`src/hw/scc_defs.svh`:
```
// Register indices, field positions and reset values of the spread clock configuration block.
`ifndef SCC_DEFS_SVH
`define SCC_DEFS_SVH
`define SCC_IDX_LOCK 6'h00
`define SCC_IDX_FIRST_PLL 6'h18
`define SCC_IDX_SECOND_PLL 6'h19
`define SCC_IDX_SPR 6'h1a
`define SCC_IDX_CTL2 6'h1b
`define SCC_IDX_STAT 6'h1f
`define SCC_RST_LOCK 1'b0
`define SCC_RST_FIRST_PLL 8'hf8
`define SCC_RST_SECOND_PLL 8'h18
`define SCC_RST_SPR 8'h00
`define SCC_RST_CTL2 8'h02
`define SCC_SECOND_PLL_MASK 8'h1f
`define SCC_SPR_EN 0
`define SCC_SPR_SYNC 1
`define SCC_SPR_WIDTH 2
`define SCC_SPR_GAIN 4
`define SCC_SPR_FINE 5
`define SCC_SPR_RATE 6
`define SCC_CTL2_MODE 0
`define SCC_CTL2_WRST 5
`define SCC_CTL2_FRST 6
`define SCC_CTL2_LOAD 7
`define SCC_AMP_BASE 12'h200
`define SCC_RESP_OKAY 2'h0
`define SCC_RESP_SLVERR 2'h2
`endif

```
`src/hw/scc_pkg.sv`:
```
// Types shared by the spread clock configuration block.
package scc_pkg;
  typedef enum logic [2:0] {
    SCC_IDLE = 3'b001,
    SCC_WAIT = 3'b010,
    SCC_RUN = 3'b100
  } scc_state_t;
  typedef enum logic [1:0] {
    SCC_MODE_OUT_MULT = 2'h0,
    SCC_MODE_ALL_MULT = 2'h1,
    SCC_MODE_OFF = 2'h2,
    SCC_MODE_ALL_NOMULT = 2'h3
  } scc_mode_t;
endpackage : scc_pkg

```
`src/hw/scc_top.sv`:
```
// Spread clock configuration registers, start sequencing and AXI4-Lite slave.
`timescale 1ns/1ps
`include "scc_defs.svh"
module scc_top #(
  parameter int OFS_W = 12
) (
  input wire logic clk_i,
  input wire logic reset_n_i,
  input wire logic [7:0] s_axi_awaddr_i,
  input wire logic s_axi_awvalid_i,
  output logic s_axi_awready_o,
  input wire logic [31:0] s_axi_wdata_i,
  input wire logic [3:0] s_axi_wstrb_i,
  input wire logic s_axi_wvalid_i,
  output logic s_axi_wready_o,
  output logic [1:0] s_axi_bresp_o,
  output logic s_axi_bvalid_o,
  input wire logic s_axi_bready_i,
  input wire logic [7:0] s_axi_araddr_i,
  input wire logic s_axi_arvalid_i,
  output logic s_axi_arready_o,
  output logic [31:0] s_axi_rdata_o,
  output logic [1:0] s_axi_rresp_o,
  output logic s_axi_rvalid_o,
  input wire logic s_axi_rready_i,
  input wire logic line_sync_pulse_i,
  output logic [2:0] pll_range_o,
  output logic [1:0] first_pll_cp_o,
  output logic [2:0] first_pll_filter_o,
  output logic [1:0] second_pll_cp_o,
  output logic [2:0] second_pll_filter_o,
  output scc_pkg::scc_mode_t pll_mode_o,
  output logic fine_step_select_o,
  output logic spread_active_o,
  output logic fifo_reset_o,
  output logic signed [OFS_W-1:0] mod_offset_o
);
  import scc_pkg::*;

  // Register file and bus slave state.
  logic lock, next_lock;
  logic [7:0] first_pll, next_first_pll;
  logic [7:0] second_pll, next_second_pll;
  logic [7:0] spr, next_spr;
  logic [6:0] ctl2, next_ctl2;
  logic aw_have, next_aw_have;
  logic [5:0] aw_idx, next_aw_idx;
  logic w_have, next_w_have;
  logic [7:0] w_byte, next_w_byte;
  logic w_en, next_w_en;
  logic bvalid, next_bvalid;
  logic [1:0] bresp, next_bresp;
  logic rvalid, next_rvalid;
  logic [31:0] rdata, next_rdata;
  logic [1:0] rresp, next_rresp;
  logic load_req, next_load_req;
  logic wr_fire;
  logic wr_ok;
  logic cfg_open;
  logic [5:0] ar_idx;

  // Sequencer state.
  scc_state_t state, next_state;
  logic sync_meta, sync_hold, sync_prev;
  logic sync_edge;
  logic fifo_rst, next_fifo_rst;
  logic enter_run;
  logic run;

  assign s_axi_awready_o = !aw_have && !bvalid;
  assign s_axi_wready_o = !w_have && !bvalid;
  assign s_axi_bvalid_o = bvalid;
  assign s_axi_bresp_o = bresp;
  assign s_axi_arready_o = !rvalid;
  assign s_axi_rvalid_o = rvalid;
  assign s_axi_rdata_o = rdata;
  assign s_axi_rresp_o = rresp;
  assign ar_idx = s_axi_araddr_i[7:2];
  assign wr_fire = aw_have && w_have;
  // Config registers other than the lock accept writes only while unlocked.
  assign cfg_open = !lock;

  always_comb begin
    wr_ok = 1'b1;
    unique case (aw_idx)
      `SCC_IDX_LOCK, `SCC_IDX_FIRST_PLL, `SCC_IDX_SECOND_PLL, `SCC_IDX_SPR, `SCC_IDX_CTL2,
      `SCC_IDX_STAT: wr_ok = 1'b1;
      default: wr_ok = 1'b0;
    endcase
  end

  always_comb begin
    next_aw_have = aw_have;
    next_aw_idx = aw_idx;
    next_w_have = w_have;
    next_w_byte = w_byte;
    next_w_en = w_en;
    next_bvalid = bvalid;
    next_bresp = bresp;
    next_lock = lock;
    next_first_pll = first_pll;
    next_second_pll = second_pll;
    next_spr = spr;
    next_ctl2 = ctl2;
    next_load_req = 1'b0;
    if (s_axi_awvalid_i && s_axi_awready_o) begin
      next_aw_have = 1'b1;
      next_aw_idx = s_axi_awaddr_i[7:2];
    end
    if (s_axi_wvalid_i && s_axi_wready_o) begin
      next_w_have = 1'b1;
      next_w_byte = s_axi_wdata_i[7:0];
      next_w_en = s_axi_wstrb_i[0];
    end
    if (wr_fire) begin
      next_aw_have = 1'b0;
      next_w_have = 1'b0;
      next_bvalid = 1'b1;
      next_bresp = wr_ok ? `SCC_RESP_OKAY : `SCC_RESP_SLVERR;
      if (w_en) begin
        if (aw_idx == `SCC_IDX_LOCK) begin
          next_lock = w_byte[0];
        end
        if (cfg_open && aw_idx == `SCC_IDX_FIRST_PLL) begin
          next_first_pll = w_byte;
        end
        if (cfg_open && aw_idx == `SCC_IDX_SECOND_PLL) begin
          next_second_pll = w_byte & `SCC_SECOND_PLL_MASK;
        end
        if (cfg_open && aw_idx == `SCC_IDX_SPR) begin
          next_spr = w_byte;
          // A rising enable reloads the waveform state.
          next_load_req = w_byte[`SCC_SPR_EN] && !spr[`SCC_SPR_EN];
        end
        if (cfg_open && aw_idx == `SCC_IDX_CTL2) begin
          next_ctl2 = w_byte[6:0];
          next_load_req = w_byte[`SCC_CTL2_LOAD];
        end
      end
    end
    if (bvalid && s_axi_bready_i) begin
      next_bvalid = 1'b0;
    end
  end

  always_comb begin
    next_rvalid = rvalid;
    next_rdata = rdata;
    next_rresp = rresp;
    if (s_axi_arvalid_i && s_axi_arready_o) begin
      next_rvalid = 1'b1;
      next_rresp = `SCC_RESP_OKAY;
      unique case (ar_idx)
        `SCC_IDX_LOCK: next_rdata = {31'h0, lock};
        `SCC_IDX_FIRST_PLL: next_rdata = {24'h0, first_pll};
        `SCC_IDX_SECOND_PLL: next_rdata = {24'h0, second_pll};
        `SCC_IDX_SPR: next_rdata = {24'h0, spr};
        `SCC_IDX_CTL2: next_rdata = {24'h0, 1'b0, ctl2};
        `SCC_IDX_STAT: next_rdata = {29'h0, state == SCC_RUN, state == SCC_WAIT,
                                     state == SCC_IDLE};
        default: begin
          next_rdata = 32'h0;
          next_rresp = `SCC_RESP_SLVERR;
        end
      endcase
    end else if (rvalid && s_axi_rready_i) begin
      next_rvalid = 1'b0;
    end
  end

  always_ff @(posedge clk_i) begin
    if (!reset_n_i) begin
      aw_have <= 1'b0;
      aw_idx <= 6'h0;
      w_have <= 1'b0;
      w_byte <= 8'h0;
      w_en <= 1'b0;
      bvalid <= 1'b0;
      bresp <= `SCC_RESP_OKAY;
      rvalid <= 1'b0;
      rdata <= 32'h0;
      rresp <= `SCC_RESP_OKAY;
      lock <= `SCC_RST_LOCK;
      first_pll <= `SCC_RST_FIRST_PLL;
      second_pll <= `SCC_RST_SECOND_PLL;
      spr <= `SCC_RST_SPR;
      ctl2 <= 7'(`SCC_RST_CTL2);
      load_req <= 1'b0;
    end else begin
      aw_have <= next_aw_have;
      aw_idx <= next_aw_idx;
      w_have <= next_w_have;
      w_byte <= next_w_byte;
      w_en <= next_w_en;
      bvalid <= next_bvalid;
      bresp <= next_bresp;
      rvalid <= next_rvalid;
      rdata <= next_rdata;
      rresp <= next_rresp;
      lock <= next_lock;
      first_pll <= next_first_pll;
      second_pll <= next_second_pll;
      spr <= next_spr;
      ctl2 <= next_ctl2;
      load_req <= next_load_req;
    end
  end

  // The pulse comes from another clock, so it is synchronised before the edge detector.
  always_ff @(posedge clk_i) begin
    if (!reset_n_i) begin
      sync_meta <= 1'b0;
      sync_hold <= 1'b0;
      sync_prev <= 1'b0;
    end else begin
      sync_meta <= line_sync_pulse_i;
      sync_hold <= sync_meta;
      sync_prev <= sync_hold;
    end
  end
  assign sync_edge = sync_hold && !sync_prev;

  always_comb begin
    next_state = state;
    unique case (state)
      SCC_IDLE: begin
        if (spr[`SCC_SPR_EN] && spr[`SCC_SPR_SYNC]) begin
          next_state = SCC_WAIT;
        end else if (spr[`SCC_SPR_EN] && lock) begin
          next_state = SCC_RUN;
        end
      end
      SCC_WAIT: begin
        if (!spr[`SCC_SPR_EN]) begin
          next_state = SCC_IDLE;
        end else if (sync_edge) begin
          next_state = SCC_RUN;
        end
      end
      SCC_RUN: begin
        if (!spr[`SCC_SPR_EN]) begin
          next_state = SCC_IDLE;
        end
      end
      default: next_state = SCC_IDLE;
    endcase
  end

  assign enter_run = (state != SCC_RUN) && (next_state == SCC_RUN);
  assign run = state == SCC_RUN;

  always_comb begin
    // The FIFO always restarts with spreading; line-sync resets are optional.
    next_fifo_rst = enter_run || (run && sync_edge && ctl2[`SCC_CTL2_FRST]);
  end

  always_ff @(posedge clk_i) begin
    if (!reset_n_i) begin
      state <= SCC_IDLE;
      fifo_rst <= 1'b0;
    end else begin
      state <= next_state;
      fifo_rst <= next_fifo_rst;
    end
  end

  scc_wave #(
    .W(OFS_W)
  ) u_wave (
    .clk_i(clk_i),
    .reset_n_i(reset_n_i),
    .run_i(run),
    .load_i(load_req),
    .wave_reset_i(run && sync_edge && ctl2[`SCC_CTL2_WRST]),
    .width_i(spr[`SCC_SPR_WIDTH +: 2]),
    .gain_i(spr[`SCC_SPR_GAIN]),
    .rate_i(spr[`SCC_SPR_RATE +: 2]),
    .offset_o(mod_offset_o)
  );

  assign pll_range_o = first_pll[7:5];
  assign first_pll_cp_o = first_pll[4:3];
  assign first_pll_filter_o = first_pll[2:0];
  assign second_pll_cp_o = second_pll[4:3];
  assign second_pll_filter_o = second_pll[2:0];
  assign pll_mode_o = scc_mode_t'(ctl2[1:0]);
  assign fine_step_select_o = spr[`SCC_SPR_FINE];
  assign spread_active_o = run;
  assign fifo_reset_o = fifo_rst;

  property p_lock_blocks;
    @(posedge clk_i) disable iff (!reset_n_i)
      wr_fire && lock && aw_idx == `SCC_IDX_SPR |=> $stable(spr);
  endproperty
  a_lock_blocks: assert property (p_lock_blocks) else $error("locked write landed");

  property p_reset_vals;
    @(posedge clk_i) disable iff (!reset_n_i)
      $rose(reset_n_i) |-> pll_range_o == 3'h7 && first_pll_cp_o == 2'h3
      && first_pll_filter_o == 3'h0 && pll_mode_o == SCC_MODE_OFF;
  endproperty
  a_reset_vals: assert property (p_reset_vals) else $error("bad reset values");

  property p_en_load;
    @(posedge clk_i) disable iff (!reset_n_i) $rose(spr[`SCC_SPR_EN]) |=> mod_offset_o == 0;
  endproperty
  a_en_load: assert property (p_en_load) else $error("enable did not reload");

  property p_imm_start;
    @(posedge clk_i) disable iff (!reset_n_i)
      state == SCC_IDLE && spr[`SCC_SPR_EN] && !spr[`SCC_SPR_SYNC] && lock
      |=> spread_active_o;
  endproperty
  a_imm_start: assert property (p_imm_start) else $error("no immediate start");

  property p_sync_wait;
    @(posedge clk_i) disable iff (!reset_n_i)
      state == SCC_WAIT && !sync_edge |=> !spread_active_o;
  endproperty
  a_sync_wait: assert property (p_sync_wait) else $error("started before line sync");

  property p_sync_go;
    @(posedge clk_i) disable iff (!reset_n_i)
      state == SCC_WAIT && sync_edge && spr[`SCC_SPR_EN] |=> spread_active_o && fifo_reset_o;
  endproperty
  a_sync_go: assert property (p_sync_go) else $error("line sync start missed");

  property p_fifo_sync;
    @(posedge clk_i) disable iff (!reset_n_i)
      run && sync_edge && ctl2[`SCC_CTL2_FRST] |=> fifo_reset_o;
  endproperty
  a_fifo_sync: assert property (p_fifo_sync) else $error("fifo reset missed");

  property p_stop;
    @(posedge clk_i) disable iff (!reset_n_i)
      !spr[`SCC_SPR_EN] |=> !spread_active_o ##1 mod_offset_o == 0;
  endproperty
  a_stop: assert property (p_stop) else $error("spreading not stopped");

  c_imm: cover property (@(posedge clk_i) disable iff (!reset_n_i)
    state == SCC_IDLE ##1 state == SCC_RUN);
  c_sync: cover property (@(posedge clk_i) disable iff (!reset_n_i)
    state == SCC_WAIT ##1 state == SCC_RUN);
  c_locked_wr: cover property (@(posedge clk_i) disable iff (!reset_n_i)
    wr_fire && lock && aw_idx == `SCC_IDX_SPR);
endmodule : scc_top

```
`src/hw/scc_wave.sv`:
```
// Triangle modulation generator for the spread clock generator.
`timescale 1ns/1ps
`include "scc_defs.svh"
module scc_wave #(
  parameter int W = 12
) (
  input wire logic clk_i,
  input wire logic reset_n_i,
  input wire logic run_i,
  input wire logic load_i,
  input wire logic wave_reset_i,
  input wire logic [1:0] width_i,
  input wire logic gain_i,
  input wire logic [1:0] rate_i,
  output logic signed [W-1:0] offset_o
);
  logic signed [W-1:0] phase;
  logic signed [W-1:0] next_phase;
  logic down;
  logic next_down;
  logic [W-1:0] amp;
  logic signed [W-1:0] step;
  logic signed [W-1:0] sum;

  always_comb begin
    amp = W'(`SCC_AMP_BASE) >> width_i;
    if (gain_i) begin
      amp = amp << 1;
    end
    // The reserved rate code falls back to 1x rather than an unknown rate.
    step = (rate_i == 2'h3) ? W'(1) : W'(1) << rate_i;
    sum = down ? phase - step : phase + step;
    next_phase = phase;
    next_down = down;
    if (!run_i || load_i || wave_reset_i) begin
      next_phase = '0;
      next_down = 1'b0;
    end else if (!down && sum >= $signed(amp)) begin
      next_phase = $signed(amp);
      next_down = 1'b1;
    end else if (down && sum <= -$signed(amp)) begin
      next_phase = -$signed(amp);
      next_down = 1'b0;
    end else begin
      next_phase = sum;
    end
  end

  always_ff @(posedge clk_i) begin
    if (!reset_n_i) begin
      phase <= '0;
      down <= 1'b0;
    end else begin
      phase <= next_phase;
      down <= next_down;
    end
  end

  assign offset_o = phase;

  property p_amp_bound;
    @(posedge clk_i) disable iff (!reset_n_i)
      (phase <= $signed(amp)) && (phase >= -$signed(amp));
  endproperty
  a_amp_bound: assert property (p_amp_bound) else $error("offset beyond width");

  property p_step_size;
    @(posedge clk_i) disable iff (!reset_n_i)
      run_i && !load_i && !wave_reset_i && $stable(rate_i) && $stable(width_i)
      && $stable(gain_i) ##1 $past(phase) != amp && $past(phase) != -amp
      |-> (phase - $past(phase) == step) || ($past(phase) - phase == step);
  endproperty
  a_step_size: assert property (p_step_size) else $error("modulation step wrong");

  property p_wave_reset;
    @(posedge clk_i) disable iff (!reset_n_i) wave_reset_i |=> phase == 0;
  endproperty
  a_wave_reset: assert property (p_wave_reset) else $error("waveform not reset");
endmodule : scc_wave

```
`config.mk`:
```
export PLATFORM = sky130hd
export DESIGN_NAME = scc_top
export DESIGN_NICKNAME = d
export VERILOG_FILES = /design/src/hw/scc_pkg.sv /design/src/hw/scc_top.sv /design/src/hw/scc_wave.sv
export VERILOG_INCLUDE_DIRS = /design/src /design/src/hw
export SDC_FILE = /design/constraint.sdc
export NUM_CORES = 1
export LEC_CHECK = 0
export ABC_AREA = 1
export BUFFER_PORTS_ARGS = -buffer_cell sky130_fd_sc_hd__buf_2
export CAP_MARGIN = 25
export CORE_UTILIZATION = 55
export CTS_BUF_LIST = sky130_fd_sc_hd__clkbuf_4 sky130_fd_sc_hd__clkbuf_8
export CTS_CLUSTER_DIAMETER = 80
export CTS_CLUSTER_SIZE = 10
export DETAILED_ROUTE_END_ITERATION = 8
export HOLD_SLACK_MARGIN = 0.03
export PLACE_DENSITY = 0.88
export SLEW_MARGIN = 20
export SYNTH_ARGS = -nofsm -noshare
export SYNTH_HDL_FRONTEND = slang
export SYNTH_SLANG_ARGS = --single-unit
export TNS_END_PERCENT = 20
```
`constraint.sdc`:
```
create_clock -name clk_i -period 8.2 [get_ports clk_i]
set_input_delay 0.82 -clock clk_i [delete_from_list [all_inputs] [get_ports clk_i]]
set_output_delay 0.82 -clock clk_i [all_outputs]
set_load 0.03 [all_outputs]
```
==> reports/results.md, run 1 <==
### STA
- hold slack final: 0.4295 ns
- Worst-Margin Slew: 0.7758 ns
- Tmin final: 3.996 ns
- Fin Setup TNS: 0 ns
- maximum clock frequency: 0.2502 GHz
- number of setup violations in the final report: 0
- ratio of final minimum period to clock period: 0.4874
- final-report hold violation count: 0
- pins over their slew limit: 0
- worst slew margin relative to its limit: 0.4796
- unrepaired setup endpoints after global routing: no
- Clock Skews: 0.009829 ns

### Placement
- global placement routability congestion: 0.8850
- HPWL after detailed placement: 8049 um
- number of buffers added on ports: 73

### Clock tree
- clock tree from TritonCTS: built
- number of buffers added to fix hold violations after cts: 0
- maximum buffer depth of the clock tree: 2
- level count of the clock H-tree: 3
- cells resized by post-CTS repair: 0
- total number of clock tree sinks: 79
- cell at the root of the clock tree: sky130_fd_sc_hd__clkbuf_8
- clock-pin slew on the worst setup and hold paths: 0.09 ns
- number of buffers added by the clock tree synthesis step: 9
- source-to-sink clock delay at the later pin of the worst-skew pair: 0.37 ns
- # Post-CTS Setup Buffers: 0

### Critical path
- critical path start-end classification: reg2reg
- kind of launch point of the worst setup path: flip-flop
- data arrival time of the worst path: 4.26 ns
- endpoint class of the critical path: flip-flop
- r2r startpoint: u_wave.down$_SDFFE_PP0P_
- endpoint required time on the critical path: 8.47 ns
- critical path startpoint: u_wave.down$_SDFFE_PP0P_
- maximum fanout along the worst path: 18

### Drt
- mean number of vias per cell: 5.313
- length of the first detailed-routing pass in iterations: 5
- highest metal layer used by the detailed router: met4
- First DRT Iteration DRCs: 193
- wirelength, routed: 10530 um
- via total after detailed routing: 4187
- remaining routing DRC violations: 0
- ANT nets after route: 0
- routed length on met3: 621 um
- sum of routed wire segments on met1: 4450 um
- wire length per cell after detailed routing: 13.37 um
- sum of met2 wire segment lengths after detailed routing: 5221 um

### Floorplanning
- area inside the core boundary: 7767 um^2
- Die Y: 91.74 um
- die outline area: 8416 um^2
- Initial Util: 0.5702
- Row Count: 32
- I/O pin cnt: 131
- Die W: 91.74 um

### Global routing
- number of antenna violations at the first check in global routing: 0
- maximum number of pins on one net before global-route repair: 41
- number of global-route vias before repair: 4017
- first-pass GRT wire length: 17620 um
- overall fraction of global-route tracks in use: 0.2604
- grt total ovfl: 0

### Power
- clock network fraction of design power: 0.408
- net switching fraction of the power: 0.2784
- Net Switching: 227.9 uW
- worst supply voltage drop on vdd: 0.1105 mV
- power density over cell area: 164.6 nW/um^2
- Static Leakage: 2.456 nW
- relative contribution of combinational cells to total power: 0.097
- cell-internal power: 590.7 uW
- register share of total power: 0.494

### Cells and area
- Antenna diodes: 0
- number of nets in the final layout: 766
- Layout area overhead: 12.29%
- layout cell share with drive strength beyond 1: 0.1735
- FILL cells: 691

### Synthesis
- sequential-to-total area share from yosys stat: 0.3571
- library cells used by synthesis: 46
- register bit count reported by yosys: 79
- number of synthesized flops with an enable pin: 0
- Synth Instances: 613
- Main synth FF type: sky130_fd_sc_hd__dfxtp_1
- proportion of synthesized flip-flops having asynchronous set or reset: 0
- Syn Area/Cell: 7.226 um^2
- Post-Synthesis Cell Area: 4429 um^2
- Warnings, synthesis: 0

### Hold path
- Hold Startpoint: sync_meta$_SDFF_PN0_
- worst min-delay path class: reg2reg

### Job
- Max-Cap Viols: 0

### Status
- result of the run: complete, no violations

## synth_stat cells, types with 2 or more instances
library cell,count,area share
sky130_fd_sc_hd__a211oi_1,11,0.019
sky130_fd_sc_hd__a21oi_1,45,0.051
sky130_fd_sc_hd__a21oi_2,4,0.0079
sky130_fd_sc_hd__buf_2,2,0.0023
sky130_fd_sc_hd__buf_4,28,0.047
sky130_fd_sc_hd__clkbuf_1,10,0.0085
sky130_fd_sc_hd__clkinv_1,2,0.0017
sky130_fd_sc_hd__dfxtp_1,79,0.36
sky130_fd_sc_hd__ha_1,24,0.068
sky130_fd_sc_hd__inv_1,86,0.073
sky130_fd_sc_hd__nand2_1,111,0.094
sky130_fd_sc_hd__nand2_2,6,0.0085
sky130_fd_sc_hd__nand2_4,2,0.0051
sky130_fd_sc_hd__nand3_1,28,0.032
sky130_fd_sc_hd__nand3_4,3,0.012
sky130_fd_sc_hd__nand4_1,8,0.011
sky130_fd_sc_hd__nor2_1,62,0.053
sky130_fd_sc_hd__nor2_2,6,0.0085
sky130_fd_sc_hd__nor3_1,6,0.0068
sky130_fd_sc_hd__nor3_2,3,0.0068
sky130_fd_sc_hd__o211ai_1,10,0.017
sky130_fd_sc_hd__o21a_1,2,0.0034
sky130_fd_sc_hd__o21ai_0,44,0.050
sky130_fd_sc_hd__o21bai_1,3,0.0051
sky130_fd_sc_hd__o221ai_1,2,0.0040
sky130_fd_sc_hd__xor2_1,6,0.012
## area by class of cell
class	count	area, um^2	share of cell area
inverters	90	340.3	0.06843
repair buffers	73	365.4	0.07346
clock buffers	9	123.9	0.02491
well taps	102	127.6	0.02566
multi-input cells	428	2332	0.4689
clock inverters	7	102.6	0.02063
flip-flops and latches	79	1582	0.3180
## critical path, stage by stage (launching register included)
cell and delay, ns:
sky130_fd_sc_hd__dfxtp_1 0.82, sky130_fd_sc_hd__inv_1 0.28, sky130_fd_sc_hd__nor2_1 0.16, sky130_fd_sc_hd__ha_1 0.31, sky130_fd_sc_hd__a21oi_2 0.19, sky130_fd_sc_hd__nand2_2 0.11, sky130_fd_sc_hd__nand2_1 0.07, sky130_fd_sc_hd__nand3_1 0.10
sky130_fd_sc_hd__nand2_1 0.11, sky130_fd_sc_hd__nand3_1 0.07, sky130_fd_sc_hd__nand2_1 0.07, sky130_fd_sc_hd__nand2_1 0.10, sky130_fd_sc_hd__ha_1 0.32, sky130_fd_sc_hd__nand2_1 0.07, sky130_fd_sc_hd__nor2_1 0.14, sky130_fd_sc_hd__nand2_1 0.07
sky130_fd_sc_hd__nor2_1 0.08, sky130_fd_sc_hd__nand3_1 0.07, sky130_fd_sc_hd__nor2_1 0.14, sky130_fd_sc_hd__nand2_2 0.09, sky130_fd_sc_hd__nand2_4 0.10, sky130_fd_sc_hd__nand3_4 0.13, sky130_fd_sc_hd__nand2_1 0.11, sky130_fd_sc_hd__nand3_1 0.07
sky130_fd_sc_hd__nand2_1 0.06, sky130_fd_sc_hd__inv_1 0.04
## per-stage QoR
stage	util	cell area (um^2)	cells	total power [mW]	setup slack (ns)
after floorplan	-	4523	638	0.4791	5.037
after global routing	0.6403	4974	788	0.8456	3.835
after detailed placement	0.6111	4747	772	0.4922	4.244
final	0.6403	4974	788	0.8186	4.204
after CTS	0.6403	4974	788	0.8190	4.238
after global placement	0.6111	4747	772	0.4889	4.360
## sequential cells by signal (all words and copies together), names as in the netlist, 3 cells and up
name and count:
aw_idx 6, ctl2 7, first_pll 8, s_axi_rdata_o 8
second_pll 5, spr 8, state 3, u_wave.offset_o 12
w_byte 8
## path summary, 6_finish.rpt
kind / slack, ns / cells after the start / end
setup / recovery: 4.20 / 25 / u_wave.offset_o[7]$_SDFF_PP0_
hold / removal: 0.43 / 2 / sync_hold$_SDFF_PN0_
setup reg to reg: 4.20 / 25 / u_wave.offset_o[7]$_SDFF_PP0_
hold reg to reg: 0.43 / 2 / sync_hold$_SDFF_PN0_
## layer usage
metal  vias to the layer above  global-route usage
met5                         -                   0
li1                       2078                   -
met1                      1939              0.3047
met2                       144              0.4518
met3                        26             0.05141
met4                         0              0.1328
## cell usage in the layout (no fill, tap or decap), types with 10 or more instances in the layout
cell                       count
sky130_fd_sc_hd__ha_1         24
sky130_fd_sc_hd__nand3_1      28
sky130_fd_sc_hd__dfxtp_1      79
sky130_fd_sc_hd__buf_2        73
sky130_fd_sc_hd__conb_1       26
sky130_fd_sc_hd__nand2_1     111
sky130_fd_sc_hd__o211ai_1     10
sky130_fd_sc_hd__o21ai_0      44
sky130_fd_sc_hd__nor2_1       62
sky130_fd_sc_hd__a21oi_1      45
sky130_fd_sc_hd__inv_1        86
sky130_fd_sc_hd__a211oi_1     11
## kinds of logic after synthesis
logic type,after synthesis,share of synthesized area
and+or+nand+nor,241,0.2483
buffers and inverters,131,0.1376
other,1,0.0008466
DFF,79,0.3571
AOI/OAI and AO/OA,129,0.1701
adders and majority gates,25,0.07232
xor gates and xnor gates,7,0.01384
## power groups by stage
stage / logic, mW / clock network, mW / registers, mW
floorplan: 0.0637 / 0 / 0.415
global placement: 0.0760 / 0 / 0.413
detailed placement: 0.0786 / 0 / 0.414
CTS: 0.0791 / 0.335 / 0.405
global route: 0.0887 / 0.350 / 0.407
finish: 0.0797 / 0.334 / 0.405
No activity file was read; power rests on OpenSTA's default activity.
==> inputs of run 2 (changes only) <==
--- a/config.mk
+++ b/config.mk
@@ -9,13 +9,13 @@
 export ABC_AREA = 1
 export BUFFER_PORTS_ARGS = -buffer_cell sky130_fd_sc_hd__buf_2
 export CAP_MARGIN = 25
-export CORE_UTILIZATION = 55
+export CORE_UTILIZATION = 54
 export CTS_BUF_LIST = sky130_fd_sc_hd__clkbuf_4 sky130_fd_sc_hd__clkbuf_8
 export CTS_CLUSTER_DIAMETER = 80
 export CTS_CLUSTER_SIZE = 10
 export DETAILED_ROUTE_END_ITERATION = 8
 export HOLD_SLACK_MARGIN = 0.03
-export PLACE_DENSITY = 0.88
+export PLACE_DENSITY = 0.87
 export SLEW_MARGIN = 20
 export SYNTH_ARGS = -nofsm -noshare
 export SYNTH_HDL_FRONTEND = slang
==> constraint.sdc (replaced) <==
create_clock -name clk_i -period 3.7 [get_ports clk_i]
set_input_delay 0.37 -clock clk_i [delete_from_list [all_inputs] [get_ports clk_i]]
set_output_delay 0.37 -clock clk_i [all_outputs]
set_load 0.03 [all_outputs]
==> run 2 against run 1 <==
Compared with the run above: combinational power grew 120%; die area increased by 1.8%; maximum frequency grew 16%; sequential share of layout area barely moved; non-clock buffer count up 4; register-to-register slack worse by 4.0 ns; clock power increased by 84%; clock skew grew 0.0011 ns; highest routed layer unchanged.
==> reports/results.md, run 2 (synthesized netlist as in run 1, its figures left out) <==
### Status
- result of the run: complete, no violations

### Critical path
- buffers and inverters on the worst path: 4
- endpoint class of the critical path: flip-flop
- kind of cell adding the most delay to the critical path: simple AND/OR/NAND/NOR gates
- maximum fanout along the worst path: 8
- endpoint required time on the critical path: 3.96 ns
- critical path start-end classification: reg2reg
- peak per-stage delay on the critical path: 0.36 ns
- kind of launch point of the worst setup path: flip-flop
- cell type of the slowest stage on the worst timing path: sky130_fd_sc_hd__fa_2
- data arrival time of the worst path: 3.71 ns
- Worst path most repeated cell: sky130_fd_sc_hd__nand2_1

### Cells and area
- highest-count cells in the layout ignoring fill and taps: 111 x sky130_fd_sc_hd__nand2_1, 85 x sky130_fd_sc_hd__inv_1, 77 x sky130_fd_sc_hd__dfxtp_1, 73 x sky130_fd_sc_hd__buf_2, 61 x sky130_fd_sc_hd__nor2_1
- leading cell type in the layout, fill and taps excluded: sky130_fd_sc_hd__nand2_1
- multi-input combinational cell area: 2341 um^2
- max FFs per register: 12
- Antenna diodes: 0
- FILL cells: 716
- register area: 1584 um^2
- number of nets in the final layout: 770
- utilization after layout: 0.6344
- layout cell share with drive strength beyond 1: 0.1870
- Layout area overhead: 12.40%
- area of all placed cells without fillers: 4979 um^2

### Global routing
- maximum number of pins on one net before global-route repair: 41
- overall fraction of global-route tracks in use: 0.2507
- grt total ovfl: 0
- number of antenna violations at the first check in global routing: 0
- first-pass GRT wire length: 17050 um
- number of global-route vias before repair: 3711

### Clock tree
- clock tree from TritonCTS: built
- total number of clock tree sinks: 79
- clock-pin slew on the worst setup and hold paths: 0.08 ns
- level count of the clock H-tree: 3
- maximum buffer depth of the clock tree: 2
- number of buffers added to fix hold violations after cts: 0
- number of buffers added by the clock tree synthesis step: 9
- source-to-sink clock delay at the later pin of the worst-skew pair: 0.36 ns
- cell at the root of the clock tree: sky130_fd_sc_hd__clkbuf_8

### STA
- number of setup violations in the final report: 0
- Fin Setup TNS: 0 ns
- pins over their slew limit: 0
- Clock Skews: 0.01092 ns
- maximum clock frequency: 0.2896 GHz
- ratio of final minimum period to clock period: 0.9334
- Tmin final: 3.454 ns
- unrepaired setup endpoints after global routing: no
- final-report hold violation count: 0

### Floorplanning
- Die Y: 92.57 um
- area inside the core boundary: 7848 um^2
- Die W: 92.57 um
- die outline area: 8568 um^2
- Initial Util: 0.5644
- Row Count: 32
- I/O pin cnt: 131

### Drt
- length of the first detailed-routing pass in iterations: 5
- via total after detailed routing: 4231
- sum of routed wire segments on met1: 4453 um
- remaining routing DRC violations: 0
- wire length per cell after detailed routing: 13.05 um
- routed length on met3: 810 um
- highest metal layer used by the detailed router: met4
- sum of met2 wire segment lengths after detailed routing: 4879 um
- wirelength, routed: 10330 um
- ANT nets after route: 0
- mean number of vias per cell: 5.342
- First DRT Iteration DRCs: 329

### Power
- power density over cell area: 339.6 nW/um^2
- total design power: 1.691 mW
- worst supply voltage drop on vdd: 0.1745 mV
- Static Leakage: 2.455 nW

### Placement
- number of buffers added on ports: 73
- placed instance area: 4777 um^2
- global placement routability congestion: 0.9100
- HPWL after detailed placement: 7828 um

### Job
- Max-Cap Viols: 0

### Hold path
- worst min-delay path class: in2reg

[run 2: worst paths after layout]
path | start | endpoint | slack (ns) | depth (start not counted)
hold reg to reg | sync_meta$_SDFF_PN0_ | sync_hold$_SDFF_PN0_ | 0.43 | 2
hold / removal | s_axi_bready_i | s_axi_bvalid_o$_SDFFE_PP0P_ | 0.20 | 2
setup reg to reg | spr[6]$_SDFFE_PN0P_ | u_wave.offset_o[9]$_SDFF_PP0_ | 0.25 | 25
setup / recovery | spr[6]$_SDFFE_PN0P_ | u_wave.offset_o[9]$_SDFF_PP0_ | 0.25 | 25
[run 2: metal layers]
layer	vias up	global-route usage
met1	1914	0.3328
met5	-	0
li1	2096	-
met3	22	0.05172
met2	199	0.4000
met4	0	0.09375
[run 2: final cells by class]
| type | count | area share |
|---|---|---|
| clock buffers | 10 | 0.02765 |
| flip-flops and latches | 79 | 0.3182 |
| repair buffers | 77 | 0.07942 |
| multi-input cells | 428 | 0.4702 |
| inverters | 90 | 0.06836 |
| clock inverters | 6 | 0.01056 |
| well taps | 102 | 0.02563 |
[run 2: per-stage QoR]
step	cells	hold WS, ns	setup slack (ns)
global placement	776	0.3934	0.1966
CTS	792	0.2001	0.06748
detailed placement	776	0.4038	0.09031
global route	792	0.2202	0.007806
finish	792	0.2045	0.2464
floorplan	638	0.3905	0.5369
[run 2: power by group]
group          internal (mW)  switching [mW]  leakage, nW
registers              0.877          0.0221        0.643
logic                 0.0444           0.132         1.72
clock network          0.271           0.344       0.0910
[run 2: timing repair]
item,4_1_cts,5_1_grt
setup buffers,0,0
gates resized for setup,0,7
endpoints found under the setup margin,0,13
==> inputs of run 3 (changes only) <==
--- a/config.mk
+++ b/config.mk
@@ -16,6 +16,7 @@
 export DETAILED_ROUTE_END_ITERATION = 8
 export HOLD_SLACK_MARGIN = 0.03
 export PLACE_DENSITY = 0.87
+export SETUP_SLACK_MARGIN = 0.4
 export SLEW_MARGIN = 20
 export SYNTH_ARGS = -nofsm -noshare
 export SYNTH_HDL_FRONTEND = slang
==> run 3 against run 2 <==
Compared with the run above: maximum frequency grew 2.1%; setup slack gained 0.070 ns; design area grew 5.2%; critical path type unchanged; largest power group unchanged.
==> reports/results.md, run 3 (synthesized netlist as in run 1, its figures left out) <==
### Status
- result of the run: complete, no violations

### Cells and area
- max FFs per register: 12
- utilization after layout: 0.6674
- area of all placed cells without fillers: 5238 um^2
- FILL cells: 653
- leading cell type in the layout, fill and taps excluded: sky130_fd_sc_hd__nand2_1
- highest-count cells in the layout ignoring fill and taps: 104 x sky130_fd_sc_hd__nand2_1, 82 x sky130_fd_sc_hd__inv_1, 76 x sky130_fd_sc_hd__dfxtp_1, 73 x sky130_fd_sc_hd__buf_2, 60 x sky130_fd_sc_hd__nor2_1
- Antenna diodes: 0
- Layout area overhead: 18.25%
- multi-input combinational cell area: 2510 um^2
- layout cell share with drive strength beyond 1: 0.2386
- register area: 1590 um^2
- Cell Count, Final, Fillers Out: 802
- number of nets in the final layout: 780

### Critical path
- Worst R2R Setup Slack: 0.32 ns
- endpoint required time on the critical path: 4.00 ns
- timing endpoint of the critical path: u_wave.offset_o[6]$_SDFF_PP0_
- critical path startpoint: spr[6]$_SDFFE_PN0P_
- critical path start-end classification: reg2reg
- data arrival time of the worst path: 3.69 ns
- Reg-to-Reg End: u_wave.offset_o[6]$_SDFF_PP0_
- Worst R2R Path Depth: 26
- maximum fanout along the worst path: 8
- endpoint class of the critical path: flip-flop
- r2r startpoint: spr[6]$_SDFFE_PN0P_
- kind of launch point of the worst setup path: flip-flop

### STA
- Clock Skews: 0.01065 ns
- worst slew margin relative to its limit: 0.6726
- maximum clock frequency: 0.2956 GHz
- Worst-Margin Slew: 0.4866 ns
- post-route setup slack: 0.3168 ns
- final-report hold violation count: 0
- Fin Setup TNS: 0 ns
- unrepaired setup endpoints after global routing: yes
- pins over their slew limit: 0
- number of setup violations in the final report: 0
- ratio of final minimum period to clock period: 0.9144
- hold slack final: 0.2018 ns
- Tmin final: 3.383 ns

### Clock tree
- level count of the clock H-tree: 3
- clock tree from TritonCTS: built
- maximum buffer depth of the clock tree: 2
- number of buffers added by the clock tree synthesis step: 9
- cell at the root of the clock tree: sky130_fd_sc_hd__clkbuf_8
- total number of clock tree sinks: 79
- source-to-sink clock delay at the later pin of the worst-skew pair: 0.36 ns
- clock-pin slew on the worst setup and hold paths: 0.09 ns

### Global routing
- grt total ovfl: 0
- number of global-route vias before repair: 3827
- maximum number of pins on one net before global-route repair: 41
- first-pass GRT wire length: 17600 um
- overall fraction of global-route tracks in use: 0.2584
- number of antenna violations at the first check in global routing: 0

### Power
- worst supply voltage drop on vdd: 0.1763 mV
- total design power: 1.697 mW
- power density over cell area: 324.0 nW/um^2
- Static Leakage: 2.519 nW

### Drt
- ANT nets after route: 0
- wirelength, routed: 11100 um
- wire length per cell after detailed routing: 13.84 um
- via total after detailed routing: 4386
- mean number of vias per cell: 5.469
- First DRT Iteration DRCs: 324
- remaining routing DRC violations: 0
- length of the first detailed-routing pass in iterations: 6

### Floorplanning
- Die Y: 92.57 um
- Die W: 92.57 um
- Initial Util: 0.5644
- I/O pin cnt: 131
- area inside the core boundary: 7848 um^2
- die outline area: 8568 um^2
- Row Count: 32

### Placement
- placed instance area: 4777 um^2
- number of placed instances, taps included: 776
- global placement routability congestion: 0.9100
- HPWL after detailed placement: 7828 um
- number of buffers added on ports: 73
- post-placement worst setup slack: 0.09031 ns

### Job
- Max-Cap Viols: 0

### Hold path
- worst min-delay path class: in2reg
- Hold Startpoint: s_axi_bready_i

==> run 3: cell count changes in the layout (fill, tap and decap cells not counted), sizes merged <==
cell and change:
buf +10
==> run 3: area by class of cell <==
cell class	count	area share
Inverter	90	0.06593
Clock buffer	10	0.02628
Clock inverter	6	0.01003
Tap cell	102	0.02437
Timing Repair Buffer	87	0.09054
Sequential cell	79	0.3036
Multi-Input combinational cell	428	0.4792
==> run 3: how the worst min path moves through the flow <==
stage	to	slack, ns	cells after the start
2_1_floorplan	sync_hold$_SDFF_PN0_	0.39	2
3_3_place_gp	sync_hold$_SDFF_PN0_	0.39	2
3_5_place_dp	sync_hold$_SDFF_PN0_	0.40	2
4_1_cts	s_axi_bvalid_o$_SDFFE_PP0P_	0.20	2
5_1_grt	s_axi_bvalid_o$_SDFFE_PP0P_	0.22	2
6_report	s_axi_bvalid_o$_SDFFE_PP0P_	0.20	2
==> run 3: per-layer routing <==
layer	vias to the layer above	global-route usage	wire, um
met5	-	0	0
met4	0	0.08984	276
met3	37	0.04844	700
met2	204	0.4210	5242
met1	2022	0.3416	4881
li1	2123	-	-
==> run 3: report_power, final <==
group	switching, mW	total [mW]	internal [mW]	leakage [nW]
Clock	0.351	0.622	0.271	0.0910
Combinational	0.133	0.177	0.0445	1.78
Sequential	0.0220	0.897	0.875	0.644
==> run 3: worst max-delay path, cell delays in order (launching register included) <==
cell                      delay [ns]
sky130_fd_sc_hd__dfxtp_2        0.36
sky130_fd_sc_hd__inv_4          0.05
sky130_fd_sc_hd__ha_2           0.20
sky130_fd_sc_hd__o21ai_4        0.21
sky130_fd_sc_hd__inv_2          0.08
sky130_fd_sc_hd__ha_4           0.17
sky130_fd_sc_hd__a21oi_4        0.16
sky130_fd_sc_hd__nand2_4        0.08
sky130_fd_sc_hd__nand2_1        0.08
sky130_fd_sc_hd__nand3_2        0.09
sky130_fd_sc_hd__nand2_2        0.08
sky130_fd_sc_hd__nand3_1        0.06
sky130_fd_sc_hd__nand2_1        0.09
sky130_fd_sc_hd__nand2_2        0.09
sky130_fd_sc_hd__ha_4           0.29
sky130_fd_sc_hd__nand2_2        0.06
sky130_fd_sc_hd__nor2_2         0.14
sky130_fd_sc_hd__nand2_1        0.07
sky130_fd_sc_hd__nor2_1         0.14
sky130_fd_sc_hd__nand3_1        0.09
sky130_fd_sc_hd__nor2_1         0.14
sky130_fd_sc_hd__nand2_2        0.08
sky130_fd_sc_hd__nand2_4        0.09
sky130_fd_sc_hd__nand3_4        0.13
sky130_fd_sc_hd__nand3_1        0.14
sky130_fd_sc_hd__nand2_1        0.09
sky130_fd_sc_hd__nor2_1         0.09
==> run 3: timing repair <==
item	in CTS	in global routing
endpoints found under the setup margin	13	13
buffers inserted	7	3
gates resized for setup	18	29
hold buffers	0	0
pin swaps	13	21
